$ cat src/core/sfwp_pkg.sv
// package: constants, opcodes and carriers for the flash write-protection block
// Contract
// - power-up starts idle, nothing pending
// - changes only after complete valid sequence
// - command length must end on byte
// - write-enable latch required before data changes
// - latch clears: power-up, write disable, status write
// - latch clears after program and all erases
// - latch clears: suspend, soft reset, security write
// - deep sleep accepts only wake, reset enable, reset
// - protected region rejects program and erase
// - levels 0..3 protect 0,2,4,8 top blocks
// - levels 4..6 protect 16,32,64 top blocks
// - level 7 and msb set protect all
// - protect pin guards level and srwd bits
// - quad modes disable hardware protect mode
// - security bit 1 reports otp lock
// - otp lock settable once, never cleared
// - otp mode entered, programmed, exited; array blocked
// - otp area 4096 bits, low address 000-1ff
// - non-read command needs byte-aligned deselect
// - array access ignored while busy
package sfwp_pkg;
  localparam logic [7:0] OP_WRITE_ENABLE_CMD_C = 8'h06;
  localparam logic [7:0] OP_WRITE_DISABLE_CMD_C = 8'h04;
  localparam logic [7:0] OP_STATUS_WRITE_CMD_C = 8'h01;
  localparam logic [7:0] OP_PP_C = 8'h02;
  localparam logic [7:0] OP_QPP_C = 8'h38;
  localparam logic [7:0] OP_SE_C = 8'h20;
  localparam logic [7:0] OP_BE32_C = 8'h52;
  localparam logic [7:0] OP_BE64_C = 8'hd8;
  localparam logic [7:0] OP_CE_C = 8'hc7;
  localparam logic [7:0] OP_CE2_C = 8'h60;
  localparam logic [7:0] OP_DP_C = 8'hb9;
  localparam logic [7:0] OP_WAKE_C = 8'hab;
  localparam logic [7:0] OP_ENSO_C = 8'hb1;
  localparam logic [7:0] OP_EXSO_C = 8'hc1;
  localparam logic [7:0] OP_SECURITY_REG_WRITE_CMD_C = 8'h2f;
  localparam logic [7:0] OP_SUSP_C = 8'hb0;
  localparam logic [7:0] OP_RSTEN_C = 8'h66;
  localparam logic [7:0] OP_RST_C = 8'h99;
  localparam logic [7:0] OP_EQIO_C = 8'h35;
  localparam logic [7:0] OP_RSTQIO_C = 8'hf5;
  // status byte fields
  localparam int SR_BP_LSB_C = 2;
  localparam int SR_SRWD_C = 7;
  // security register field
  localparam int SCUR_LOCK_C = 1;
  localparam int BLK_MSB_C = 22;
  localparam int BLK_LSB_C = 16;
  localparam logic [6:0] BLK_TOP_C = 7'h7f;
  localparam logic [23:0] OTP_LAST_C = 24'h0001ff;
  localparam logic [3:0] BP_RESET_C = 4'h0;
  typedef struct packed {
    logic [7:0] opcode;
    logic [23:0] addr;
    logic [7:0] data;
    logic has_addr;
    logic has_data;
    logic [5:0] bit_count;
  } sfwp_cmd_t;
  typedef enum logic [1:0] {
    SFWP_IDLE, SFWP_BUSY, SFWP_SLEEP
  } sfwp_state_t;
endpackage : sfwp_pkg

$ cat src/core/sfwp_top.sv
// flash write-protection, latch and otp control
`timescale 1ns/1ps
`default_nettype none
module sfwp_top (
  input wire logic core_clk_in,
  input wire logic nrst_in,
  input wire logic cmd_valid_in,
  input wire sfwp_pkg::sfwp_cmd_t cmd_in,
  input wire logic wp_n_in,
  input wire logic quad_io_in,
  input wire logic op_done_in,
  output logic exec_out,
  output logic [7:0] exec_op_out,
  output logic [23:0] exec_addr_out,
  output logic reject_out,
  output logic write_enable_latch_out,
  output logic [7:0] status_out,
  output logic [7:0] security_out,
  output logic otp_mode_out,
  output logic quad_command_mode_out,
  output logic sleep_out,
  output logic busy_out
);
  logic rst_meta_ff;
  logic rst_sync_ff;
  logic rst_n;
  sfwp_pkg::sfwp_state_t state_ff;
  logic wel_ff;
  logic [3:0] bp_ff;
  logic srwd_ff;
  logic lock_ff;
  logic otp_ff;
  logic qpi_ff;
  logic rsten_ff;
  logic [7:0] pend_op_ff;
  logic exec_ff;
  logic [7:0] exec_op_ff;
  logic [23:0] exec_addr_ff;
  logic reject_ff;
  logic [7:0] op;
  logic aligned;
  logic len_ok;
  logic is_write;
  logic prot_hit;
  logic hw_lock;
  logic accept;
  logic start_op;
  logic [6:0] blk;
  logic [6:0] low_blk;

  always_ff @(posedge core_clk_in or negedge nrst_in) begin
    if (!nrst_in) begin
      rst_meta_ff <= 1'b0;
      rst_sync_ff <= 1'b0;
    end else begin
      rst_meta_ff <= 1'b1;
      rst_sync_ff <= rst_meta_ff;
    end
  end
  assign rst_n = rst_sync_ff;

  // lowest protected block for a level; 0 means none via separate check
  function automatic logic [6:0] sfwp_low_blk(input logic [3:0] lvl);
    logic [6:0] r;
    r = 7'h00;
    if (lvl[3] || lvl == 4'h7) begin
      r = 7'h00;
    end else begin
      unique case (lvl[2:0])
        3'h1: r = 7'h7e;
        3'h2: r = 7'h7c;
        3'h3: r = 7'h78;
        3'h4: r = 7'h70;
        3'h5: r = 7'h60;
        3'h6: r = 7'h40;
        default: r = sfwp_pkg::BLK_TOP_C;
      endcase
    end
    return r;
  endfunction : sfwp_low_blk

  function automatic logic sfwp_is_op(input logic [7:0] o,
                                      input logic [7:0] ref_op);
    return o == ref_op;
  endfunction : sfwp_is_op

  assign op = cmd_in.opcode;
  assign aligned = (cmd_in.bit_count[2:0] == 3'h0);
  // non-read needs alignment; length must cover the opcode and any address, the data byte is not length-checked
  assign len_ok = aligned && (cmd_in.bit_count >= 6'h08) &&
                  (!cmd_in.has_addr || cmd_in.bit_count >= 6'h20);
  assign is_write = sfwp_is_op(op, sfwp_pkg::OP_PP_C) ||
                    sfwp_is_op(op, sfwp_pkg::OP_QPP_C) ||
                    sfwp_is_op(op, sfwp_pkg::OP_SE_C) ||
                    sfwp_is_op(op, sfwp_pkg::OP_BE32_C) ||
                    sfwp_is_op(op, sfwp_pkg::OP_BE64_C) ||
                    sfwp_is_op(op, sfwp_pkg::OP_CE_C) ||
                    sfwp_is_op(op, sfwp_pkg::OP_CE2_C);
  assign blk = cmd_in.addr[sfwp_pkg::BLK_MSB_C:sfwp_pkg::BLK_LSB_C];
  assign low_blk = sfwp_low_blk(bp_ff);
  always_comb begin
    prot_hit = 1'b0;
    if (otp_ff) begin
      // locked otp refuses program; otp range
      // upper address digits are don't-care, the low twelve bits are not
      prot_hit = lock_ff ||
                 (cmd_in.addr[11:0] > sfwp_pkg::OTP_LAST_C[11:0]);
      // no erase of array in otp mode
      if (!sfwp_is_op(op, sfwp_pkg::OP_PP_C) &&
          !sfwp_is_op(op, sfwp_pkg::OP_QPP_C)) begin
        prot_hit = 1'b1;
      end
    end else if (bp_ff != sfwp_pkg::BP_RESET_C) begin
      if (sfwp_is_op(op, sfwp_pkg::OP_CE_C) ||
          sfwp_is_op(op, sfwp_pkg::OP_CE2_C)) begin
        prot_hit = 1'b1;
      end else begin
        prot_hit = (blk >= low_blk);
      end
    end
  end
  assign hw_lock = srwd_ff && !wp_n_in && !qpi_ff && !quad_io_in;

  // acceptance only on full valid frame
  always_comb begin
    accept = 1'b0;
    if (cmd_valid_in && len_ok) begin
      unique case (state_ff)
        sfwp_pkg::SFWP_IDLE: begin
          accept = 1'b1;
          if ((is_write || sfwp_is_op(op, sfwp_pkg::OP_STATUS_WRITE_CMD_C) ||
               sfwp_is_op(op, sfwp_pkg::OP_SECURITY_REG_WRITE_CMD_C)) && !wel_ff) begin
            accept = 1'b0;
          end
          if (is_write && prot_hit) begin
            accept = 1'b0;
          end
          if (sfwp_is_op(op, sfwp_pkg::OP_STATUS_WRITE_CMD_C) &&
              (hw_lock || !cmd_in.has_data)) begin
            accept = 1'b0;
          end
          if (sfwp_is_op(op, sfwp_pkg::OP_SECURITY_REG_WRITE_CMD_C) && lock_ff) begin
            accept = 1'b0;
          end
        end
        sfwp_pkg::SFWP_BUSY: begin
          accept = sfwp_is_op(op, sfwp_pkg::OP_SUSP_C);
        end
        sfwp_pkg::SFWP_SLEEP: begin
          accept = sfwp_is_op(op, sfwp_pkg::OP_WAKE_C) ||
                   sfwp_is_op(op, sfwp_pkg::OP_RSTEN_C) ||
                   sfwp_is_op(op, sfwp_pkg::OP_RST_C);
        end
      endcase
    end
  end
  assign start_op = accept && (state_ff == sfwp_pkg::SFWP_IDLE) &&
                    (is_write || sfwp_is_op(op, sfwp_pkg::OP_STATUS_WRITE_CMD_C) ||
                     sfwp_is_op(op, sfwp_pkg::OP_SECURITY_REG_WRITE_CMD_C));
  logic soft_rst;
  assign soft_rst = accept && sfwp_is_op(op, sfwp_pkg::OP_RST_C) && rsten_ff;

  always_ff @(posedge core_clk_in or negedge rst_n) begin
    if (!rst_n) begin
      state_ff <= sfwp_pkg::SFWP_IDLE;
      pend_op_ff <= 8'h00;
    end else if (soft_rst) begin
      state_ff <= sfwp_pkg::SFWP_IDLE;
    end else begin
      unique case (state_ff)
        sfwp_pkg::SFWP_IDLE: begin
          if (start_op) begin
            state_ff <= sfwp_pkg::SFWP_BUSY;
            pend_op_ff <= op;
          end else if (accept && sfwp_is_op(op, sfwp_pkg::OP_DP_C)) begin
            state_ff <= sfwp_pkg::SFWP_SLEEP;
          end
        end
        sfwp_pkg::SFWP_BUSY: begin
          if (op_done_in || accept) begin
            state_ff <= sfwp_pkg::SFWP_IDLE;
          end
        end
        sfwp_pkg::SFWP_SLEEP: begin
          if (accept && sfwp_is_op(op, sfwp_pkg::OP_WAKE_C)) begin
            state_ff <= sfwp_pkg::SFWP_IDLE;
          end
        end
      endcase
    end
  end

  // write-enable latch
  always_ff @(posedge core_clk_in or negedge rst_n) begin
    if (!rst_n) begin
      wel_ff <= 1'b0;
    end else if (soft_rst) begin
      wel_ff <= 1'b0;
    end else if (state_ff == sfwp_pkg::SFWP_BUSY && (op_done_in || accept)) begin
      wel_ff <= 1'b0;
    end else if (accept && state_ff == sfwp_pkg::SFWP_IDLE) begin
      if (sfwp_is_op(op, sfwp_pkg::OP_WRITE_ENABLE_CMD_C)) begin
        wel_ff <= 1'b1;
      end else if (sfwp_is_op(op, sfwp_pkg::OP_WRITE_DISABLE_CMD_C)) begin
        wel_ff <= 1'b0;
      end
    end
  end

  // status bits update when the write completes, not when issued
  logic [7:0] wr_data_ff;
  always_ff @(posedge core_clk_in or negedge rst_n) begin
    if (!rst_n) begin
      wr_data_ff <= 8'h00;
    end else if (start_op) begin
      wr_data_ff <= cmd_in.data;
    end
  end
  always_ff @(posedge core_clk_in or negedge rst_n) begin
    if (!rst_n) begin
      bp_ff <= sfwp_pkg::BP_RESET_C;
      srwd_ff <= 1'b0;
    end else if (state_ff == sfwp_pkg::SFWP_BUSY && op_done_in &&
                 pend_op_ff == sfwp_pkg::OP_STATUS_WRITE_CMD_C) begin
      bp_ff <= wr_data_ff[sfwp_pkg::SR_BP_LSB_C +: 4];
      srwd_ff <= wr_data_ff[sfwp_pkg::SR_SRWD_C];
    end
  end
  always_ff @(posedge core_clk_in or negedge rst_n) begin
    if (!rst_n) begin
      lock_ff <= 1'b0;
    end else if (state_ff == sfwp_pkg::SFWP_BUSY && op_done_in &&
                 pend_op_ff == sfwp_pkg::OP_SECURITY_REG_WRITE_CMD_C) begin
      lock_ff <= 1'b1;
    end
  end
  always_ff @(posedge core_clk_in or negedge rst_n) begin
    if (!rst_n) begin
      otp_ff <= 1'b0;
    end else if (soft_rst) begin
      otp_ff <= 1'b0;
    end else if (accept && state_ff == sfwp_pkg::SFWP_IDLE) begin
      if (sfwp_is_op(op, sfwp_pkg::OP_ENSO_C)) begin
        otp_ff <= 1'b1;
      end else if (sfwp_is_op(op, sfwp_pkg::OP_EXSO_C)) begin
        otp_ff <= 1'b0;
      end
    end
  end
  // quad command mode and reset-enable arming
  always_ff @(posedge core_clk_in or negedge rst_n) begin
    if (!rst_n) begin
      qpi_ff <= 1'b0;
      rsten_ff <= 1'b0;
    end else if (soft_rst) begin
      qpi_ff <= 1'b0;
      rsten_ff <= 1'b0;
    end else if (accept) begin
      rsten_ff <= sfwp_is_op(op, sfwp_pkg::OP_RSTEN_C);
      if (state_ff == sfwp_pkg::SFWP_IDLE &&
          sfwp_is_op(op, sfwp_pkg::OP_EQIO_C)) begin
        qpi_ff <= 1'b1;
      end else if (state_ff == sfwp_pkg::SFWP_IDLE &&
                   sfwp_is_op(op, sfwp_pkg::OP_RSTQIO_C)) begin
        qpi_ff <= 1'b0;
      end
    end else if (cmd_valid_in) begin
      rsten_ff <= 1'b0;
    end
  end
  // execution and reject pulses
  always_ff @(posedge core_clk_in or negedge rst_n) begin
    if (!rst_n) begin
      exec_ff <= 1'b0;
      exec_op_ff <= 8'h00;
      exec_addr_ff <= 24'h000000;
      reject_ff <= 1'b0;
    end else begin
      exec_ff <= accept;
      reject_ff <= cmd_valid_in && !accept;
      if (accept) begin
        exec_op_ff <= op;
        exec_addr_ff <= cmd_in.addr;
      end
    end
  end

  assign exec_out = exec_ff;
  assign exec_op_out = exec_op_ff;
  assign exec_addr_out = exec_addr_ff;
  assign reject_out = reject_ff;
  assign write_enable_latch_out = wel_ff;
  assign security_out = {6'h00, lock_ff, 1'b0};
  assign status_out = {srwd_ff, 1'b0, bp_ff, wel_ff,
                       state_ff == sfwp_pkg::SFWP_BUSY};
  assign otp_mode_out = otp_ff;
  assign quad_command_mode_out = qpi_ff;
  assign sleep_out = state_ff == sfwp_pkg::SFWP_SLEEP;
  assign busy_out = state_ff == sfwp_pkg::SFWP_BUSY;
endmodule : sfwp_top
`default_nettype wire

$ cat config.mk
export PLATFORM = sky130hd
export DESIGN_NAME = sfwp_top
export DESIGN_NICKNAME = d
export VERILOG_FILES = /design/src/core/sfwp_pkg.sv /design/src/core/sfwp_top.sv
export SDC_FILE = /design/constraint.sdc
export NUM_CORES = 1
export LEC_CHECK = 0
export BUFFER_PORTS_ARGS = -buffer_cell sky130_fd_sc_hd__buf_2
export CAP_MARGIN = 20
export CELL_PAD_IN_SITES_DETAIL_PLACEMENT = 2
export CELL_PAD_IN_SITES_GLOBAL_PLACEMENT = 2
export CORE_AREA = 2 2 100 102
export CTS_BUF_LIST = sky130_fd_sc_hd__clkbuf_8
export DETAILED_ROUTE_END_ITERATION = 8
export DIE_AREA = 0 0 102 104
export PLACE_DENSITY_LB_ADDON = 0.1
export SLEW_MARGIN = 20
export SYNTH_ARGS = -nofsm -noshare
export SYNTH_HDL_FRONTEND = slang
export SYNTH_SLANG_ARGS = --single-unit
$ cat constraint.sdc
create_clock -name core_clk_in -period 3.2 [get_ports core_clk_in]
set_input_delay 0.96 -clock core_clk_in [delete_from_list [all_inputs] [get_ports core_clk_in]]
set_output_delay 0.96 -clock core_clk_in [all_outputs]
set_load 0.1 [all_outputs]
; Yosys cells after proc, flatten, opt, wreduce, memory -nomap -nowiden
; Cells that the tools add are included.
[totals]
ff_bits = 64
out_inout_bits = 55
[classes]
magnitude_cmp = 4
n_eq_ne = 34
mux = 34
bitwise_logic = 1
reduce_logical = 64
[ops]
columns = cell, count
row1 = $eq 8x8->1 const B, 9
row2 = $eq 8x6->1 const B, 5
row3 = $pmux 6 s6, 1
row4 = $mux 1, 25
row5 = $eq 8x7->1 const B, 3
row6 = $logic_and 1x1->1, 24
row7 = $eq 8x1->1 const B, 2
row8 = $eq 8x3->1 const B, 2
row9 = $logic_or 1x1->1, 16
row10 = $gt 12x9->1 const B, 1
row11 = $reduce_bool 3->1, 4
row12 = $mux 2, 5
row13 = $eq 3x3->1 const B, 3
row14 = $logic_not 1->1, 9
row15 = $eq 8x2->1 const B, 1
row16 = $reduce_bool 4->1, 2
row17 = $ge 7x7->1, 1
row18 = $mux 7, 1
row19 = $eq 3x2->1 const B, 2
row20 = $ge 6x4->1 const B, 1
row21 = $ge 6x6->1 const B, 1
row22 = $ne 3x1->1 const B, 2
row23 = $pmux 2 s3, 1
row24 = $reduce_and 2->1, 3
row25 = other kinds (11), 13

; Depth between registers and ports, before layout
; Gate-level depths: netlist (run 1).
[depth]
word_depth = 21
ltp_mapped = 13

; Worst setup path after synthesis (run 1)
; No wires, ideal clock.
[synth_path]
kind = register -> register
start = register bp_ff[3]
end = register pend_op_ff[0]
setup_ns = 0.125
arrival_time_ns = 3.154
setup_slack_ns = -0.079
stages_incl_launch_ff = 12
period_less_slack_ns = 3.279
cell_sequence = dfrtp_1 -> or2_2 -> a21o_1 -> ha_1 -> a21o_1 -> a31oi_1 -> o21ai_0 -> o221ai_2 -> nand3_4 -> nor3_4 -> buf_12 -> mux2_4
[synth_between]
elab_chain_cells = 17
elab_cells_between_ends = 20
[synth_rtl]
columns = element, line
row1 = from (decl), sfwp_top.sv:29  ; logic [3:0] bp_ff;
row2 = from (signal assigned), sfwp_top.sv:221  ; bp_ff <= sfwp_pkg::BP_RESET_C;
row3 = from (signal assigned), sfwp_top.sv:225  ; bp_ff <= wr_data_ff[sfwp_pkg::SR_BP_LSB_C +: 4];
row4 = $eq 4x3->1, sfwp_top.sv:66  ; if (lvl[3] || lvl == 4'h7) begin
row5 = $logic_or 1x1->1, sfwp_top.sv:66
row6 = $mux 7, sfwp_top.sv:66
row7 = $ge 7x7->1, sfwp_top.sv:118  ; prot_hit = (blk >= low_blk);
row8 = $mux 1, sfwp_top.sv:114  ; if (sfwp_is_op(op, sfwp_pkg::OP_CE_C) ||
row9 = $mux 1 *, sfwp_top.sv:113  ; end else if (bp_ff != sfwp_pkg::BP_RESET_C) begin
row10 = $mux 1 *, sfwp_top.sv:103  ; if (otp_ff) begin
row11 = $logic_and 1x1->1 *, sfwp_top.sv:135  ; if (is_write && prot_hit) begin
row12 = $mux 1 *, sfwp_top.sv:135
row13 = $mux 1 *, sfwp_top.sv:138  ; if (sfwp_is_op(op, sfwp_pkg::OP_STATUS_WRITE_CMD_C) &&
row14 = $mux 1 *, sfwp_top.sv:142  ; if (sfwp_is_op(op, sfwp_pkg::OP_SECURITY_REG_WRITE_CMD_C) && lock_ff) begin
row15 = $pmux 1 s3 *, sfwp_top.sv:128  ; unique case (state_ff)
row16 = $mux 1 *, sfwp_top.sv:127  ; if (cmd_valid_in && len_ok) begin
row17 = $logic_and 1x1->1 (2 in series), sfwp_top.sv:161  ; assign soft_rst = accept && sfwp_is_op(op, sfwp_pkg::OP_RST_C) && rsten_ff;
row18 = $not 1->1 (no source line), -
row19 = $reduce_and 3->1 (no source line) *, -
row20 = to (signal assigned), sfwp_top.sv:174  ; pend_op_ff <= op;
row21 = to (decl), sfwp_top.sv:35  ; logic [7:0] pend_op_ff;
; Every way passes the cells marked *; elsewhere a longest branch is shown, timed or not.
; A chain may end at the register's enable or synchronous reset.

; Worst setup path in the final report (run 1)
[layout_path]
start = register bp_ff[1]
end = register exec_addr_ff[23] (netlist: exec_addr_out[23])
[layout_between]
elab_chain_cells = 13
elab_cells_between_ends = 21
[layout_rtl]
columns = element, line
row1 = $eq 3x3->1 (tied with other cells), sfwp_top.sv:69  ; unique case (lvl[2:0])
row2 = $pmux 6 s6 or $logic_or 1x1->1 (tied branches), "sfwp_top.sv:69, sfwp_top.sv:66"
row3 = $mux 7, sfwp_top.sv:66
row4 = $ge 7x7->1, sfwp_top.sv:118
row5 = $mux 1, sfwp_top.sv:114
row6 = $mux 1 *, sfwp_top.sv:113
row7 = $mux 1 *, sfwp_top.sv:103
row8 = $logic_and 1x1->1 *, sfwp_top.sv:135
row9 = $mux 1 *, sfwp_top.sv:135
row10 = $mux 1 *, sfwp_top.sv:138
row11 = $mux 1 *, sfwp_top.sv:142
row12 = $pmux 1 s3 *, sfwp_top.sv:128
row13 = $mux 1 *, sfwp_top.sv:127
row14 = to (signal assigned), sfwp_top.sv:283  ; exec_addr_ff <= cmd_in.addr;
row15 = to (decl), sfwp_top.sv:38  ; logic [23:0] exec_addr_ff;
; Marks and branches as above.

==> results of run 1 <==
## final timing paths
path / to / slack (ns) / depth (start not counted)
worst max-delay path: exec_addr_out[23] / 0.23 / 12
worst min-delay path: exec_op_out[7] / 0.24 / 0
worst max register to register: exec_addr_out[23] / 0.23 / 12
worst min register to register: exec_op_out[7] / 0.24 / 0
max in group asynchronous: bp_ff[2] / 2.25 / 1
min in group core_clk_in: rst_n / 0.36 / 0
## state kept, by name (all words and copies together), names as in the netlist
register	count
exec_out	1
otp_mode_out	1
state_ff	2
rst_meta_ff	1
srwd_ff	1
rst_n	1
wr_data_ff	5
pend_op_ff	8
rsten_ff	1
exec_addr_out	24
write_enable_latch_out	1
quad_command_mode_out	1
lock_ff	1
reject_out	1
bp_ff	4
exec_op_out	8
## critical path, cell delays in order, from the launching register on
cell,delay [ns]
dfrtp_2,0.40
or3_1,0.41
nor2_2,0.15
ha_1,0.24
nand2b_1,0.13
a31oi_1,0.18
o21ai_1,0.14
o221ai_2,0.23
nand3_4,0.18
buf_4,0.20
inv_2,0.07
buf_12,0.15
mux2_2,0.35
## synth_stat cells, drive strengths merged, types with 2 or more instances
cell type	number
nand4b	2
and4	2
o21ai	6
a31oi	2
nand2	35
a211oi	2
nor2	12
a21o	3
and4bb	2
buf	26
o211ai	2
a211o	2
inv	12
and3	4
mux2	39
nor3	3
nand3	6
nand2b	2
nor4	2
and2	2
a41oi	2
o22ai	3
nor4b	5
nand4	7
a41o	2
ha	10
dfrtp	61
mux2i	2
conb	2
a21oi	3
or2	2
or4	2
nor2b	5
## stage by stage
stage	cell area (sq um)	cells
2_1_floorplan	3310	294
3_3_place_gp	4070	534
3_5_place_dp	4070	534
4_1_cts	4270	550
5_1_grt	4280	550
6_report	4280	550
## logic make-up (layout without fill, tap and decap cells)
group	count (synthesis)	in the layout	share of synthesized area
compound gates	36	36	0.0923
fa+ha+maj	10	10	0.0381
buf+inv	38	161	0.0762
flops	61	61	0.465
mux	41	41	0.149
other cells	2	9	0.00229
simple gates	99	99	0.177
## what timing repair did
item | 4_1_cts | 5_1_grt
hold buffers | 0 | 0
gates resized for setup | 0 | 2
endpoints found under the setup margin | 0 | 36
## per-layer routing
metal	up-vias	part of all wire	global-route usage	wire length (um)
met3	10	0.047	0.0565	446
met1	1334	0.45	0.240	4220
li1	1263	-	-	-
met2	69	0.49	0.313	4640
met5	-	0	0	0
met4	0	0.015	0.0657	142
## power breakdown
group | leakage (nW) | internal, W | switching (W)
sequential | 0.787 | 0.000970 | 0.000100
clock | 0.116 | 0.000415 | 0.000302
combinational | 1.34 | 0.000343 | 0.00179
## layout make-up
cell class	count	area share
Sequential cell	61	0.358
Multi-Input combinational cell	195	0.359
Clock inverter	4	0.00965
Tap cell	133	0.0389
Inverter	12	0.0105
Clock buffer	12	0.0386
Timing Repair Buffer	133	0.185
==> flow_results.org, run 1 <==
** Setup path
- The setup path with the least slack is of type reg -> reg.
- CP max FO :: 13
- The startpoint identified for the worst register-to-register timing path is bp_ff[1].
- In this run the worst setup path begins at bp_ff[1].
- Crit end category :: flop
- CP Launch Type :: flop
- For the worst setup path, the data required time is about 3.4 ns.
- WP data arrival :: about 3.2 ns

** Power and ir drop
- Power spread over the standard cell area amounts to roughly 920 nW/um^2.
- Cell leakage power :: around 2.2 nW
- Across the VDD grid, the largest voltage drop is 0.000630 V.
- The design draws a little under 0.004 W.

** CTS
- CTS placed an instance of clkbuf_8 at the clock tree root.
- The H-tree was split into 3 levels.
- CTS Sinks :: 61
- Post-CTS Repair Setup Buffers :: 0
- TritonCTS clock tree :: built
- Maximum clock path buffer count :: 2
- Clock-pin slew was measured on the worst setup and hold paths at around 0.070 ns.
- At the later pin of the worst-skew pair, clock insertion delay measures roughly 0.36 ns.
- Counting the buffers created by CTS gives 9.

** Synthesis
- The share of synthesized area in the top cell type comes to 0.465.
- Synthesized instance count :: roughly 290
- The average instance in the mapped netlist occupies about 11 sq um.
- Post-synth cell types :: 65
- For this run, the number of Yosys warnings is 0.
- Share of synthesized flip-flops with an asynchronous set or reset :: 1.00
- Number of enable-type register cells in the synthesized netlist :: 0
- Of the synthesized area, sequential elements account for 0.465.
- Biggest area contributors in the synthesized netlist :: dfrtp_1 (47%), mux2_2 (7.2%), nand2_1 (4.0%)
- Summed over all instances, the cell type with the most area after synthesis is dfrtp_1.
- Main synth FF type :: dfrtp_1
- The synthesized netlist occupies a cell area of 3280 sq um.
- In this run, synthesis produced a sequential element count of 61.

** Timing
- Clock period minus worst slack :: between 2 and 3 ns
- Final-report setup violation count :: 0
- Worst slack on hold paths :: 0.237 ns
- Period utilisation layout :: 0.929
- Setup skew after layout :: between 0.01 and 0.015 ns
- The count of pins over their slew limit came to 0.
- Across all setup checks in the final design, the least slack found is approximately 0.23 ns.
- Based on the critical path, the design can be clocked at up to around 0.34 GHz.
- The count of final hold-check violations is 0.
- Adding up every negative setup slack in the final design gives 0 ns.
- RSZ-0062 raised after global routing :: false

** Detailed routing
- After the first detailed-routing iteration, the DRC count stood at 47.
- In the final routed layout, each cell accounts on average for around 17 um.
- In the routed layout, each cell is associated on average with a via count of between 4 and 5.
- Initial DRT Pass Iterations :: 4
- The final layout contains routed wiring with a total length of 9450 um.
- For this run, design rule violations remaining after detail routing come to 0.
- Remaining number of nets flagged by the antenna check after routing :: 0
- Vias after detailed routing :: roughly 2.7k

** Placement
- Prior to clock tree synthesis, the placed netlist has a worst setup slack of -0.133 ns.
- Once detailed placement completed, the half-perimeter wirelength came to approximately 7400 um.
- I/O Buffers :: slightly below 100
- Placer's final routability congestion estimate :: 0.809

** Finish
- Leaving out fill and tap cells, the most frequent cell in the layout is buf_2.
- Utilization after layout :: 0.448
- From synthesis to final layout, the design area changed by 30.3%.
- Multi-input gate area in the final layout :: between 1500 and 2000 sq um
- Post-layout nets :: 476
- The filler cells instantiated in the layout total 1071.
- Sequential cell area :: 1530 sq um
- # diodes :: 0
- In the layout the commonest cells are buf_2 (97), dfrtp_1 (57), nand2_1 (35), buf_4 (33), mux2_2 (21).
- In the final layout, the share of cells above drive strength 1 is 0.472.

** Job
- Max-cap violations in this run came to 0.

** GRT
- Total track usage :: 0.192
- Remaining Overflow, GRT :: 0
- The first global-routing pass estimated between 15000 and 20000 um of wire.
- Initial antenna violation count :: 0
- Entering global routing, the biggest net connects 24 pins.
- The number of global-route vias before repair was about 3k.

** Run status
- The flow ran to the end, and the final reports show no timing, DRC or antenna violations.

** Floorplanning
- For this configuration, the core starts out at a cell density of 0.344.
- The die covers between 10000 and 15000 sq um.
- roughly 110 I/O pins were placed.
- Die W :: 102 um
- Core region area :: about 9500 sq um
- Measured along the y axis, the die boundary spans ~100 um.
- # rows :: 36

** Min path
- Worst min-delay path class :: reg -> async
Power figures use the tool's default switching activity.
==> run 2, diff against run 1 <==
--- a/config.mk
+++ b/config.mk
@@ -9,10 +9,10 @@
 export CAP_MARGIN = 20
 export CELL_PAD_IN_SITES_DETAIL_PLACEMENT = 2
 export CELL_PAD_IN_SITES_GLOBAL_PLACEMENT = 2
-export CORE_AREA = 2 2 100 102
+export CORE_AREA = 2 2 105 107
 export CTS_BUF_LIST = sky130_fd_sc_hd__clkbuf_8
 export DETAILED_ROUTE_END_ITERATION = 8
-export DIE_AREA = 0 0 102 104
+export DIE_AREA = 0 0 107 109
 export PLACE_DENSITY_LB_ADDON = 0.1
 export SLEW_MARGIN = 20
 export SYNTH_ARGS = -nofsm -noshare
==> constraint.sdc (replaced) <==
create_clock -name core_clk_in -period 2.74 [get_ports core_clk_in]
set_input_delay 0.548 -clock core_clk_in [delete_from_list [all_inputs] [get_ports core_clk_in]]
set_output_delay 0.548 -clock core_clk_in [all_outputs]
set_load 0.1 [all_outputs]
==> run 2 against run 1 <==
Against the previous run:
- sequential power increased by 17%
- global-route usage barely moved
- register-to-register slack got worse by 0.37 ns
- cell area rose by 13%
- fmax increased by 3.3%
- via count is 6.8% higher
- sequential cell count stayed put
- count of clock-buffer cells in the layout up 1
- hold slack improved by 0.056 ns
- the flow now finishes with violations (setup timing)
- critical path depth unchanged
- sequential share of layout area is 4.2 points lower
- first-iteration DRC count increased by 66%
- critical endpoint is now state_ff[0]
==> flow_results.org, run 2 (synthesized netlist as in run 1, its figures left out) <==
** Run status
- The run finished, with violations left.
- Violated checks :: setup timing

** Placement
- Post-place instance area :: 4240 sq um (+4.3%)
- The placed wire-length estimate after detailed placement was 7730 um (+4.9%).
- I/O Buffers :: 97 (unchanged)
- Worst slack at placement :: -0.277 ns (-0.145 ns)
- Placer's final routability congestion estimate :: 0.800 (-1.2%)

** Finish
- The post-layout net count is 502 (+5.5%).
- The library cell used most frequently in the layout, excluding fill and tap cells, is buf_2.
- The area growth from synthesis to layout is 47.6%.
- Post-route cell area :: 4840 sq um (+13%)
- The ratio of cells with drive above 1 in the final layout is 0.596 (+0.124).
- The fill cell total of the finished layout is 1123 (+4.9%).
- The top cell types in the final layout, fill and taps aside, are buf_2 (97), dfrtp_1 (56), buf_4 (48), mux2_4 (27), nand2_1 (23).
- Number of flip-flops in the largest register :: 24 (unchanged)
- # diodes :: 0 (unchanged)
- The post-route core utilization was 0.457 (+0.00908).

** Timing
- Peak clock frequency supported by timing :: 0.347 GHz (+3.3%)
- Final-report setup violation count :: 35 (+35)
- In this run the tightest slew margin relative to its limit is 0.579.
- The setup skew after layout is 0.00577 ns (-0.00546 ns).
- Worst slack on hold paths :: 0.293 ns (+0.0563 ns)
- Worst slew pin tran :: about 0.63 ns
- The time the final worst path needs with I/O delays and setup came to 2.88 ns (-0.0948 ns).
- The final worst setup slack came to -0.138 ns (-0.365 ns).
- The final clock period utilization by the worst path is 1.05 (+0.121).
- The count of final hold-check violations is 0 (unchanged).
- The count of pins over their slew limit was 0 (unchanged).
- RSZ-0062 raised after global routing :: true

** Detailed routing
- The number of DRC markers in iteration 0 is 78 (+66%).
- The antenna violation net count after detailed routing was 0 (unchanged).
- The total via count in the routed design was 2858 (+6.8%).
- The average detailed-routed wire length per instance was 18.5 um (+7.9%).
- Detailed-route wire length :: 10800 um (+14%)
- The vias per cell came to 4.90 (+0.76%).
- The number of iterations in the first detailed-routing pass was 4 (unchanged).
- The number of DRC violations after detailed routing is 0 (unchanged).

** Setup path
- The slowest stage of the critical path is the dfrtp_2 cell.
- Number of buffers and inverters on the critical path :: 1 (-2)
- CP Launch Type :: flop
- Delay of the slowest critical-path stage :: 0.43 ns (+0.02 ns)
- Cell with the most instances on the worst path :: a21o_1
- The largest driver fanout on the critical path was 4 (-9).
- Required time of the critical path :: 2.97 ns (-0.47 ns)
- The signal on the critical path passes through or2_4 -> a21o_1 -> ha_4 -> a21o_1 -> a31oi_4 -> o21ai_2 -> o221ai_2 -> buf_4 -> a311oi_2 -> o22ai_2 -> a21oi_2 -> mux2_4.
- STA classifies the critical path endpoint as a flop.
- WP data arrival :: 3.11 ns (-0.10 ns)
- Broken down by cell family, the worst path's largest delay share belongs to compound AO/OA/AOI/OAI gates.
- By startpoint and endpoint, the worst setup path is classified as reg -> reg.

** Floorplanning
- The number of core rows was 38 (+5.6%).
- Io pins :: 109 (unchanged)
- The horizontal extent of the die is 107 um (+4.9%).
- Core region area :: 10600 sq um (+11%)
- DIE AREA :: 11700 sq um (+9.9%)
- Initial core utilization :: 0.310 (-0.0341)
- Height of the die :: 109 um (+4.8%)

** CTS
- Clock transition at path regs :: 0.07 ns (about the same)
- CTS Sinks :: 61 (unchanged)
- The insertion delay of the later-clocked pin in the worst-skew pair was 0.34 ns (-0.02 ns).
- The number of buffers created by CTS came to 9 (unchanged).
- The buffer depth of the longest clock path was 2 (unchanged).
- Maximum level of the CTS H-tree :: 3 (unchanged)
- Root cell of the clock tree :: clkbuf_8
- TritonCTS clock tree :: built

** GRT
- Total track usage :: 0.192 (about the same)
- The largest net degree at the start of global routing came to 28 (+17%).
- The aggregate global routing overflow was 0 (unchanged).
- Number of global-route vias before repair :: 3159 (+5.1%)
- The first-pass GRT wire length was 16900 um (+9.3%).
- Initial antenna violation count :: 0 (unchanged)

** Power and ir drop
- The power share of the clock group is 0.185 (+0.002).
- Combinational share of power :: 0.551 (+0.008)
- Total power after layout :: 0.00475 W (+21%)
- Power per standard cell area :: 981 nW/um^2 (+7.1%)
- Max rail drop VDD :: 0.000622 V (-1.2%)
- Sequential power share :: 0.264 (-0.009)
- Net Sw Power :: 0.00261 W (+19%)
- Cell leakage power :: 2.49 nW (+11%)
- Switching share of power :: 0.548 (-0.0105)
- Internal portion of total power :: 0.00215 W (+24%)

** Min path
- In this run the worst hold path is classified as reg -> async.

** Job
- The max-capacitance violation count is 0 (unchanged).
-- run 2: cell types whose count changed in the layout (fill, tap and decap cells not counted), moves of 9 or more --
cell and delta:
buf_4 +15, mux2_1 -10, mux2_2 -9, mux2_4 +19
nand2_1 -12, nand2_2 +11
-- run 2: final timing paths --
| path | startpoint | end | slack (ns) | cells past startpoint |
|---|---|---|---|---|
| worst min register to register | rst_n | quad_command_mode_out | 0.29 | 0 |
| max in group asynchronous | rst_n | exec_op_out[5] | 1.71 | 1 |
| min in group core_clk_in | rst_meta_ff | rst_n | 0.35 | 0 |
| worst min-delay path | rst_n | quad_command_mode_out | 0.29 | 0 |
| worst max-delay path | bp_ff[2] | state_ff[0] | -0.14 | 12 |
| worst max register to register | bp_ff[2] | state_ff[0] | -0.14 | 12 |
-- run 2: repair_timing --
item	in CTS	in global routing
pin swaps	4	31
resized for setup	39	30
gates cloned	2	1
endpoints found under the setup margin	49	50
buffers inserted	7	2
hold endpoints to repair	2	0
hold buffers	1	0
-- run 2: metrics by stage --
step	std cells	TNS [ns]
after floorplan	294	-4.26
after global placement	558	-2.01
after detailed placement	558	-7.01
after CTS	583	-3.50
after global routing	583	-6.67
final	583	-2.75
-- run 2: power groups by stage --
stage | logic [W] | clock network [W] | registers, W
6_report | 0.00262 | 0.000880 | 0.00125
5_1_grt | 0.00272 | 0.000949 | 0.00129
4_1_cts | 0.00261 | 0.000909 | 0.00126
3_5_place_dp | 0.00252 | 0 | 0.00127
3_3_place_gp | 0.00249 | 0 | 0.00125
2_1_floorplan | 0.000470 | 0 | 0.00288
-- run 2: area by class of cell --
type / count / area (sq um) / share of cell area
tap: 140 / 175 / 0.0362
clock inverter: 3 / 42.5 / 0.00878
multi-input combinational: 195 / 1780 / 0.368
inverter: 12 / 57.6 / 0.0119
timing repair buffer: 159 / 1070 / 0.222
sequential: 61 / 1530 / 0.316
clock buffer: 13 / 179 / 0.0369
-- run 2: layer usage --
| metal | global-route usage | vias up | wire length (um) |
|---|---|---|---|
| met4 | 0.0659 | 0 | 161 |
| met3 | 0.0311 | 16 | 435 |
| met1 | 0.241 | 1441 | 4820 |
| met5 | 0 | - | 0 |
| li1 | - | 1319 | - |
| met2 | 0.338 | 82 | 5390 |
==> run 3, diff against run 2 <==
--- a/config.mk
+++ b/config.mk
@@ -14,6 +14,7 @@
 export DETAILED_ROUTE_END_ITERATION = 8
 export DIE_AREA = 0 0 107 109
 export PLACE_DENSITY_LB_ADDON = 0.1
+export SKIP_LAST_GASP = 1
 export SLEW_MARGIN = 20
 export SYNTH_ARGS = -nofsm -noshare
 export SYNTH_HDL_FRONTEND = slang
==> run 3 against run 2 <==
Against the previous run:
- the run still ends with setup timing left
- first-iteration DRC count fell by 5.1%
- critical path depth unchanged
- count of clock-buffer cells in the layout unchanged
- fmax rose by 0.24%
- largest cell class unchanged
- largest power group unchanged
- highest routed layer unchanged
==> flow_results.org, run 3 (synthesized netlist as in run 1, its figures left out) <==
** Power and ir drop
- Max rail drop VDD :: 0.000622 V (about the same)
- Combinational share of power :: 0.551 (about the same)
- Internal portion of total power :: 0.00215 W (about the same)
- The switching share of power is 0.548 (about the same).
- The power share of the clock group came to 0.185 (about the same).
- The power per unit of standard cell area is 980 nW/um^2 (about the same).
- Cell leakage power :: 2.49 nW (unchanged)
- The net load switching power was 0.00260 W (-0.14%).
- Sequential power share :: 0.264 (about the same)

** Timing
- The maximum clock frequency is 0.348 GHz (+0.24%).
- The actual transition at the worst max-transition pin was 0.630 ns (-0.000620 ns).
- Final-report setup violation count :: 35 (unchanged)
- Final max-slew violation count :: 0 (unchanged)
- Setup skew after layout :: 0.00567 ns (-0.0000998 ns)
- The final clock period utilization by the worst path is 1.05 (-0.00256).
- The hold slack came to 0.293 ns (-0.000269 ns).
- Final worst setup slack :: -0.131 ns (+0.00700 ns)
- RSZ-0062 raised after global routing :: true
- Max-slew headroom at the worst pin :: 0.580 (about the same)
- The time the final worst path needs with I/O delays and setup is 2.87 ns (-0.00700 ns).
- Final Hold Fails :: 0 (unchanged)

** Finish
- Post-layout nets :: 502 (unchanged)
- Leaving out fill and tap cells, the most frequent cell in the layout is buf_2.
- Most frequent cells in the layout :: buf_2 (97), dfrtp_1 (56), buf_4 (48), mux2_4 (27), nand2_1 (23)
- The final non-filler cell total is 583 (unchanged).
- The number of flip-flops under the largest register name came to 24 (unchanged).
- The fill cell total of the finished layout is 1124 (+0.089%).
- Layout cells sized above 1 :: 0.596 (unchanged)
- # diodes :: 0 (unchanged)
- The layout overhead on the synthesized area is 47.6% (unchanged).

** GRT
- The largest net degree at the start of global routing was 28 (unchanged).
- Total track usage :: 0.191 (-0.000638)
- The number of global-route vias before repair is 3150 (-0.28%).
- The aggregate global routing overflow came to 0 (unchanged).
- The first-pass GRT wire length came to 16900 um (-0.32%).
- Initial antenna violation count :: 0 (unchanged)

** Setup path
- The most critical setup path has its endpoint at state_ff[0].
- Kind of cell adding the most delay to the critical path :: compound AO/OA/AOI/OAI gates
- STA classifies the critical path endpoint as a flop.
- The largest driver fanout on the critical path was 4 (unchanged).
- The worst stage delay on the critical path came to 0.43 ns (about the same).
- In this design, the critical path's most frequently occurring cell is a21o_1.
- Cell-by-cell listing of the critical path :: or2_4 -> a21o_1 -> ha_4 -> a21o_1 -> a31oi_4 -> o21ai_2 -> o221ai_2 -> buf_4 -> a311oi_2 -> o22ai_2 -> a21oi_2 -> mux2_4
- Required time of the critical path :: 2.96 ns (about the same)
- The depth of the worst register-to-register path came to 12 (unchanged).
- The worst setup path is of the reg -> reg kind.
- In this run the critical register-to-register path is launched from bp_ff[2].
- CP Depth :: 12 (unchanged)
- The register-to-register path setup slack came to -0.13 ns (about the same).
- WP data arrival :: 3.10 ns (about the same)
- Number of buffers and inverters on the critical path :: 1 (unchanged)
- The worst register-to-register path ends at state_ff[0].
- CP Launch Type :: flop
- Startpoint of the most critical setup path :: bp_ff[2]
- The slowest stage of the critical path is the dfrtp_2 cell.

** Floorplanning
- DIE AREA :: 11700 sq um (unchanged)
- The height of the die came to 109 um (unchanged).
- The number of core rows is 38 (unchanged).
- Initial core utilization :: 0.310 (unchanged)
- Io pins :: 109 (unchanged)
- Die W :: 107 um (unchanged)
- The area of the core was 10600 sq um (unchanged).

** CTS
- The clock-pin slew reported for the worst setup and hold paths after clock tree synthesis is 0.07 ns (about the same).
- Root cell of the clock tree :: clkbuf_8
- Number of buffers created by CTS :: 9 (unchanged)
- TritonCTS built the clock tree.
- CTS Sinks :: 61 (unchanged)
- Maximum level of the CTS H-tree :: 3 (unchanged)
- Clk Latency, worst-skew pair :: 0.34 ns (about the same)
- The buffer depth of the longest clock path was 2 (unchanged).

** Placement
- I/O Buffers :: 97 (unchanged)
- Placer's final routability congestion estimate :: 0.800 (unchanged)
- Number of cells after detailed placement :: 558 (unchanged)
- The placed wire-length estimate after detailed placement was 7730 um (unchanged).

** Detailed routing
- The post-detailed-routing wire length is 10700 um (-0.87%).
- Routed WL per cell :: 18.4 um (-0.87%)
- DR iter-0 viols :: 74 (-5.1%)
- Remaining number of nets flagged by the antenna check after routing :: 0 (unchanged)
- The vias per cell came to 4.90 (about the same).
- DRC violation count after routing :: 0 (unchanged)
- The total via count in the routed design came to 2857 (-0.035%).
- Initial DRT Pass Iterations :: 4 (unchanged)

** Run status
- Violated checks :: setup timing
- Result of the run :: finished with violations

** Job
- The max-capacitance violation count came to 0 (unchanged).

** Min path
- Worst min-delay path class :: reg -> async
==> run 3: cell counts in the layout (fill, tap and decap cells not counted) <==
Identical to the previous run, type by type.
==> run 3: routing by layer <==
metal  share of wire  global-route usage  routed length [um]
met1            0.44               0.241                4740
met2            0.50               0.335                5380
met3           0.041              0.0311                 440
met4           0.013              0.0659                 142
met5               0                   0                   0
==> run 3: metrics by stage <==
step	util	TNS, ns	cell area [sq um]	setup WS [ns]	total power, W
floorplan	-	-4.26	3340	-0.280	0.00335
global placement	0.400	-2.01	4240	-0.130	0.00374
detailed placement	0.400	-7.01	4240	-0.277	0.00379
CTS	0.446	-3.52	4730	-0.156	0.00477
global route	0.457	-6.65	4840	-0.270	0.00496
finish	0.457	-2.56	4840	-0.131	0.00475
==> run 3: power by group through the flow <==
stage	Sequential, W	Combinational, W	Clock, W
global placement	0.00125	0.00249	0
CTS	0.00126	0.00260	0.000909
global route	0.00129	0.00272	0.000949
detailed placement	0.00127	0.00252	0
floorplan	0.00288	0.000470	0
finish	0.00125	0.00262	0.000878
==> run 3: cell type report <==
class | count | area, sq um | area share
multi-input combinational | 195 | 1780 | 0.368
timing repair buffer | 159 | 1070 | 0.222
sequential | 61 | 1530 | 0.316
inverter | 12 | 57.6 | 0.0119
clock buffer | 13 | 179 | 0.0369
clock inverter | 3 | 42.5 | 0.00878
tap | 140 | 175 | 0.0362
==> run 3: what timing repair did <==
item / CTS / global route
resized for setup: 37 / 31
cloned: 2 / 1
setup endpoints to repair: 49 / 51
setup buffers: 7 / 2
hold endpoints to repair: 2 / 0
hold buffers: 1 / 0
pin swaps: 4 / 31
==> run 3: worst min-delay path by stage <==
stage,end,depth (start not counted),start
floorplan,rst_meta_ff,0,nrst_in
global placement,quad_command_mode_out,0,rst_n
detailed placement,quad_command_mode_out,0,rst_n
CTS,exec_addr_out[12],0,rst_n
global route,pend_op_ff[1],0,rst_n
finish,quad_command_mode_out,0,rst_n
